$ cat src/phy_next_page_aux_pkg.sv
// constants for the next-page, analog front-end and symbol error registers
`default_nettype none
package phy_next_page_aux_pkg;
  localparam int unsigned ADDR_W = 5;
  localparam int unsigned DATA_W = 16;

  localparam logic [4:0] LOCAL_NEXT_PAGE_OFF = 5'h07;
  localparam logic [4:0] PARTNER_NEXT_PAGE_OFF = 5'h08;
  localparam logic [4:0] ANALOG_CTRL_OFF = 5'h11;
  localparam logic [4:0] SYMBOL_ERR_CNT_OFF = 5'h15;

  localparam int unsigned MSG_W = 11;
  localparam logic [10:0] LOCAL_MSG_RESET = 11'h001;
  localparam logic [15:0] PARTNER_RESET = 16'h0000;
  localparam logic [15:0] ANALOG_CTRL_RESET = 16'h0000;
  localparam logic [15:0] ERR_CNT_RESET = 16'h0000;
  localparam logic [15:0] ERR_CNT_MAX = 16'hffff;

  localparam int unsigned PARTNER_MORE_PAGES_BIT = 15;
  localparam int unsigned PARTNER_ACK_BIT = 14;
  localparam int unsigned PARTNER_MSG_PAGE_BIT = 13;
  localparam int unsigned PARTNER_ACK2_BIT = 12;
  localparam int unsigned PARTNER_TOGGLE_BIT = 11;
  localparam int unsigned SLOW_OSC_BIT = 5;
endpackage
`default_nettype wire

$ cat src/phy_next_page_aux_regs.sv
// next-page, analog front-end control and symbol error counter registers
`timescale 1ns/1ps
`default_nettype none
module phy_next_page_aux_regs (
  input  wire logic        mclk_i,
  input  wire logic        reset_n_i,
  input  wire logic [4:0]  reg_addr_i,
  input  wire logic        reg_wr_i,
  input  wire logic        reg_rd_i,
  input  wire logic [15:0] reg_wdata_i,
  output logic      [15:0] reg_rdata_o,
  input  wire logic        partner_page_valid_i,
  input  wire logic [15:0] partner_page_i,
  input  wire logic        receive_error_indication_i,
  output logic      [10:0] local_message_field_o,
  output logic             slow_osc_select_o,
  output logic             analog_front_end_power_down_o
);

  function automatic logic hit(input logic [4:0] addr, input logic [4:0] off);
    hit = (addr == off);
  endfunction

  logic [10:0] local_msg_q;
  logic [10:0] local_msg_d;
  logic [15:0] partner_q;
  logic [15:0] partner_d;
  logic [15:0] analog_ctrl_q;
  logic [15:0] analog_ctrl_d;
  logic [15:0] err_cnt_q;
  logic [15:0] err_cnt_d;
  logic [15:0] rdata_q;
  logic [15:0] rdata_d;
  logic        err_rd;
  logic [15:0] err_base;
  logic        err_full;
  logic        sel_local;
  logic        sel_partner;
  logic        sel_analog;
  logic        sel_err;
  logic        wr_local;
  logic        wr_analog;
  logic        slow_osc_on;
  logic [15:0] local_word;

  // one address decode shared by the write, read and clear paths
  always_comb
  begin
    sel_local = hit(reg_addr_i, phy_next_page_aux_pkg::LOCAL_NEXT_PAGE_OFF);
    sel_partner = hit(reg_addr_i, phy_next_page_aux_pkg::PARTNER_NEXT_PAGE_OFF);
    sel_analog = hit(reg_addr_i, phy_next_page_aux_pkg::ANALOG_CTRL_OFF);
    sel_err = hit(reg_addr_i, phy_next_page_aux_pkg::SYMBOL_ERR_CNT_OFF);
  end

  // write strobes per register; read-only offsets never get one
  always_comb
  begin
    wr_local = reg_wr_i && sel_local;
    wr_analog = reg_wr_i && sel_analog;
  end

  // a read of the counter doubles as its clear
  always_comb
  begin
    err_rd = reg_rd_i && sel_err;
  end

  always_comb
  begin
    local_msg_d = local_msg_q;
    if (wr_local)
    begin
      local_msg_d = reg_wdata_i[10:0];
    end
  end

  // captured page from the auto-negotiation engine
  always_comb
  begin
    partner_d = partner_q;
    if (partner_page_valid_i)
    begin
      partner_d[phy_next_page_aux_pkg::PARTNER_MORE_PAGES_BIT] =
        partner_page_i[phy_next_page_aux_pkg::PARTNER_MORE_PAGES_BIT];
      partner_d[phy_next_page_aux_pkg::PARTNER_ACK_BIT] =
        partner_page_i[phy_next_page_aux_pkg::PARTNER_ACK_BIT];
      partner_d[phy_next_page_aux_pkg::PARTNER_MSG_PAGE_BIT] =
        partner_page_i[phy_next_page_aux_pkg::PARTNER_MSG_PAGE_BIT];
      partner_d[phy_next_page_aux_pkg::PARTNER_ACK2_BIT] =
        partner_page_i[phy_next_page_aux_pkg::PARTNER_ACK2_BIT];
      partner_d[phy_next_page_aux_pkg::PARTNER_TOGGLE_BIT] =
        partner_page_i[phy_next_page_aux_pkg::PARTNER_TOGGLE_BIT];
      partner_d[phy_next_page_aux_pkg::MSG_W-1:0] =
        partner_page_i[phy_next_page_aux_pkg::MSG_W-1:0];
    end
  end

  always_comb
  begin
    analog_ctrl_d = analog_ctrl_q;
    if (wr_analog)
    begin
      analog_ctrl_d = reg_wdata_i;
    end
  end

  // read clears; an error in the same cycle still counts
  always_comb
  begin
    err_base = err_rd ? phy_next_page_aux_pkg::ERR_CNT_RESET : err_cnt_q;
    err_full = (err_base == phy_next_page_aux_pkg::ERR_CNT_MAX);
    err_cnt_d = err_base;
    if (receive_error_indication_i && !err_full)
    begin
      err_cnt_d = err_base + 16'h0001;
    end
  end

  // bits above the message field are not kept and read as zero
  always_comb
  begin
    local_word = 16'h0000;
    local_word[phy_next_page_aux_pkg::MSG_W-1:0] = local_msg_q;
  end

  // read data stands one cycle, idle value zero
  always_comb
  begin
    rdata_d = 16'h0000;
    if (reg_rd_i)
    begin
      if (sel_local)
      begin
        rdata_d = local_word;
      end
      else if (sel_partner)
      begin
        rdata_d = partner_q;
      end
      else if (sel_analog)
      begin
        rdata_d = analog_ctrl_q;
      end
      else if (err_rd)
      begin
        rdata_d = err_cnt_q;
      end
      else
      begin
        rdata_d = 16'h0000;
      end
    end
  end

  // local message field register
  always_ff @(posedge mclk_i or negedge reset_n_i)
  begin
    if (!reset_n_i)
    begin
      local_msg_q <= phy_next_page_aux_pkg::LOCAL_MSG_RESET;
    end
    else
    begin
      local_msg_q <= local_msg_d;
    end
  end

  // captured partner page register
  always_ff @(posedge mclk_i or negedge reset_n_i)
  begin
    if (!reset_n_i)
    begin
      partner_q <= phy_next_page_aux_pkg::PARTNER_RESET;
    end
    else
    begin
      partner_q <= partner_d;
    end
  end

  // analog control register
  always_ff @(posedge mclk_i or negedge reset_n_i)
  begin
    if (!reset_n_i)
    begin
      analog_ctrl_q <= phy_next_page_aux_pkg::ANALOG_CTRL_RESET;
    end
    else
    begin
      analog_ctrl_q <= analog_ctrl_d;
    end
  end

  // symbol error frame counter
  always_ff @(posedge mclk_i or negedge reset_n_i)
  begin
    if (!reset_n_i)
    begin
      err_cnt_q <= phy_next_page_aux_pkg::ERR_CNT_RESET;
    end
    else
    begin
      err_cnt_q <= err_cnt_d;
    end
  end

  // registered read data
  always_ff @(posedge mclk_i or negedge reset_n_i)
  begin
    if (!reset_n_i)
    begin
      rdata_q <= 16'h0000;
    end
    else
    begin
      rdata_q <= rdata_d;
    end
  end

  assign reg_rdata_o = rdata_q;
  assign local_message_field_o = local_msg_q;
  assign slow_osc_on = analog_ctrl_q[phy_next_page_aux_pkg::SLOW_OSC_BIT];
  // the analog side follows the oscillator choice with no second write
  assign slow_osc_select_o = slow_osc_on;
  assign analog_front_end_power_down_o = slow_osc_on;

endmodule
`default_nettype wire

$ cat config.mk
export PLATFORM = sky130hd
export DESIGN_NAME = phy_next_page_aux_regs
export DESIGN_NICKNAME = d
export VERILOG_FILES = /design/src/phy_next_page_aux_pkg.sv /design/src/phy_next_page_aux_regs.sv
export SDC_FILE = /design/constraint.sdc
export NUM_CORES = 1
export LEC_CHECK = 0
export ABC_AREA = 1
export BUFFER_PORTS_ARGS = -buffer_cell sky130_fd_sc_hd__buf_2
export CAP_MARGIN = 20
export CORE_ASPECT_RATIO = 1.2
export CORE_MARGIN = 2
export CORE_UTILIZATION = 31
export CTS_CLUSTER_SIZE = 40
export DETAILED_ROUTE_END_ITERATION = 8
export HOLD_SLACK_MARGIN = 0.08
export PLACE_DENSITY = 0.56
export SLEW_MARGIN = 0
export SYNTH_ARGS = -nofsm -noshare
export SYNTH_HDL_FRONTEND = slang
export SYNTH_SLANG_ARGS = --single-unit
$ cat constraint.sdc
create_clock -name mclk_i -period 2.6 [get_ports mclk_i]
set_clock_uncertainty 0.1 [all_clocks]
set_input_delay 0.26 -clock mclk_i [delete_from_list [all_inputs] [get_ports mclk_i]]
set_output_delay 0.26 -clock mclk_i [all_outputs]
set_load 0.005 [all_outputs]
==> flow_summary.toml <==
[clock_network]
cts-root-buf = "clkbuf_16"
cts_buffers = 9
cts_tree = "yes"
cts_buffer_depth = 2
clk_pin_slew_worst_paths_ns = 0.06
cts_max_level = 3
cts.sinks = 75
cts-resized-gates = 0
clk_latency_ns = 0.33

[logic_synthesis]
synth_xor_area_frac = 0.0166
synth_top_family_by_area = "simple AND/OR/NAND/NOR gates"
syn-cell-area_sq_um = 3690
avgSynthCellArea_sq_um = 8.60
synth-seq-cells = 75
synth_edf_count = 0
ys_types = 33
yosysWarnings = 0
synth_simple_gate_area_share = 0.233
synth_top_cell_by_area = "dfrtp_1"
synth_nets = 473
synth.mux.area_fraction = 0.0489
synth_top_area_frac = 0.502
synthArstFlopShare = 1.00
synth_seq_area_share = 0.509
synth_top_flop_cell = "dfrtp_1"
synth_area_leaders = "dfrtp_1, nand2_1, o21ai_0"
syn_inst = 429
synth_compound_area_frac = 0.107
synth_adder_area_share = 0.00339

[global_routing]
antenna_found_initial = 0
grt_pass1_vias = 3119
grtUsageTotal = 0.152
grt_pass1_wl_um = 15400
grt_start_max_net_pins = 40
grt.overflow.total = 0

[cells_and_area]
areaGrowthSynthToFinish_pct = 28.2
antenna_cells = 0
layout.nets = 568
drive_gt1_frac = 0.251
final_core_util = 0.409

[drt]
drc_errors = 0
highest_layer = "met4"
dr.first_iter.drc_count = 200
routedWlPerCell_um = 13.4
viasPerCell = 4.64
final_antenna_net_count = 0
wl_met1_um = 4090
wirelength_um = 9170
dr_wl_met2_um = 4650
drtPass1Iterations = 4
num_vias = 3186
wl_met3_um = 278

[hold_path]
hold_path_depth = 3
hold_path.class = "in -> reg"

[power]
p_switching_w = 0.000809
ir_drop_uv = 431
p_per_area_nw_per_um2 = 653
swShare = 0.262
intPower_w = 0.00228
p_leak_nw = 2.37
p_clk_frac = 0.399
seq_power_share = 0.462
comb_power_share = 0.139

[sta]
maxSlewHeadroom = 0.550
setup-violations-final = 0
grt_setup_unrepaired = "false"
tightest_slew_ns = 0.673
fin_ws_ns = 0.449
fin_setup_tns_ns = 0
maxSlewViolCount = 0
finalCriticalPeriod_ns = 2.15
max_freq_ghz = 0.465
layout_worst_path_cycle_share = 0.827
final_hold_viol_count = 0

[floorplan]
initial_core_util = 0.319
core_sq_um = 11600
rows = 43
die_width_um = 104
die_h_um = 123
die_area_sq_um = 12800
pin_count = 72

[outcome]
status = "finished clean"

[worst_setup_path]
startpoint = "err_cnt_q[0]"
r2r_end = "err_cnt_q[11]"
crit_path_end_kind = "flop"
required_ns = 2.71
cp.arrival_ns = 2.26
cp-start-kind = "flop"
rrSetupSlack_ns = 0.45
r2r_start = "err_cnt_q[0]"
crit_path_end = "err_cnt_q[11]"
reg2reg_depth = 12
cp_max_fo = 18
crit_type = "reg -> reg"

[placed_design]
gp_congestion = 0.838
dp_hpwl_um = 6560
place_ws_ns = 0.250
numPortBuffers = 71

[job]
maxCapViolations = 0
## placed cells by master (no fill, tap or decap), types with 2 or more instances in the layout
master         Yosys  layout
nand2_1          130     130
dfrtp_1           74      74
buf_2              1      71
inv_1             51      51
o21ai_0           41      41
dlygate4sd3_1      0      22
nand3_1           21      21
nor2_1            21      21
mux2_2            16      16
a41oi_1           10      10
clkbuf_16          0       9
nand4_1            7       7
o21ai_2            7       7
buf_4              2       6
nand3_2            5       5
xor2_1             5       5
clkinv_2           1       4
o211ai_1           3       3
nand2_2            3       3
clkinv_1           2       2
nor2_2             2       2
nor2_4             2       2
xnor2_1            2       2
## per-stage QoR
step	cell area, sq um	power [W]	std cells	hold slack (ns)
global route	4730	0.00326	686	0.0805
global placement	4210	0.00184	648	0.234
detailed placement	4210	0.00186	648	0.256
floorplan	3690	0.00167	429	-0.136
CTS	4730	0.00313	686	0.0805
finish	4730	0.00309	686	0.0927
## worst max-delay path, stage by stage, from the launching register on
cell     delay [ns]
dfrtp_1        0.41
nand2_1        0.09
inv_1          0.13
ha_1           0.26
nand2_1        0.07
inv_1          0.05
nand3_1        0.14
nor2_2         0.25
nand2_2        0.11
nor2_4         0.17
nor2_8         0.09
nand2_1        0.10
o21ai_2        0.05
## final cells by class
cell class	count	area [sq um]
Clock inverter	5	52.6
Clock buffer	11	243
Sequential cell	75	1880
Tap cell	157	196
Multi-Input combinational cell	283	1510
Fill cell	1164	6840
Inverter	55	208
Timing Repair Buffer	100	641
## how the worst min path moves through the flow
stage | startpoint | endpoint | slack, ns
after floorplan | reset_n_i | analog_ctrl_q[0] | -0.14
after global placement | reset_n_i | partner_q[1] | 0.23
after detailed placement | reset_n_i | partner_q[1] | 0.26
after CTS | reg_wdata_i[9] | local_message_field_o[9] | 0.08
after global routing | partner_page_i[0] | partner_q[0] | 0.08
final | reg_wdata_i[9] | local_message_field_o[9] | 0.09
## synthesized netlist by cell type (2+ instances only)
cell and instances:
o21ai_0 41, buf_6 3, xor2_1 5, nand3_1 21
a41oi_1 10, xnor2_1 2, nand4_1 7, clkinv_1 2
inv_1 51, nor2_2 2, o211ai_1 3, nor2_1 21
buf_4 2, mux2_2 16, nand2_2 3, o21ai_2 7
dfrtp_1 74, nor2_4 2, clkbuf_1 10, nand3_2 5
nand2_1 130
## routing by layer
metal | up-vias | track usage
met5 | - | 0
li1 | 1581 | -
met2 | 63 | 0.256
met3 | 11 | 0.0290
met4 | 0 | 0.0600
met1 | 1531 | 0.196
## sequential cells by signal (all words and copies together) (netlist names)
register / flops
analog_ctrl_q: 16
err_cnt_q: 16
local_message_field_o: 11
partner_q: 16
reg_rdata_o: 16
## kinds of logic (layout without fill, tap and decap cells)
kind of cell / Yosys count / in the layout
muxes: 16 / 16
DFF: 75 / 75
xor gates and xnor gates: 7 / 7
AOI/OAI and AO/OA: 64 / 64
buffers and inverters: 71 / 171
adders and majority gates: 1 / 1
and+or+nand+nor: 195 / 195
## power groups by stage
stage          Sequential (W)  Combinational, W  Clock [W]
6_report              0.00143          0.000430    0.00123
5_1_grt               0.00145          0.000495    0.00132
4_1_cts               0.00143          0.000437    0.00127
3_5_place_dp          0.00144          0.000412          0
3_3_place_gp          0.00144          0.000401          0
2_1_floorplan         0.00142          0.000256          0
## timing repair
| item | CTS | global route |
|---|---|---|
| hold buffers | 22 | 0 |
| endpoints found under the hold margin | 48 | 0 |
| setup buffers | 0 | 0 |
(Power assumes the default switching activity.)
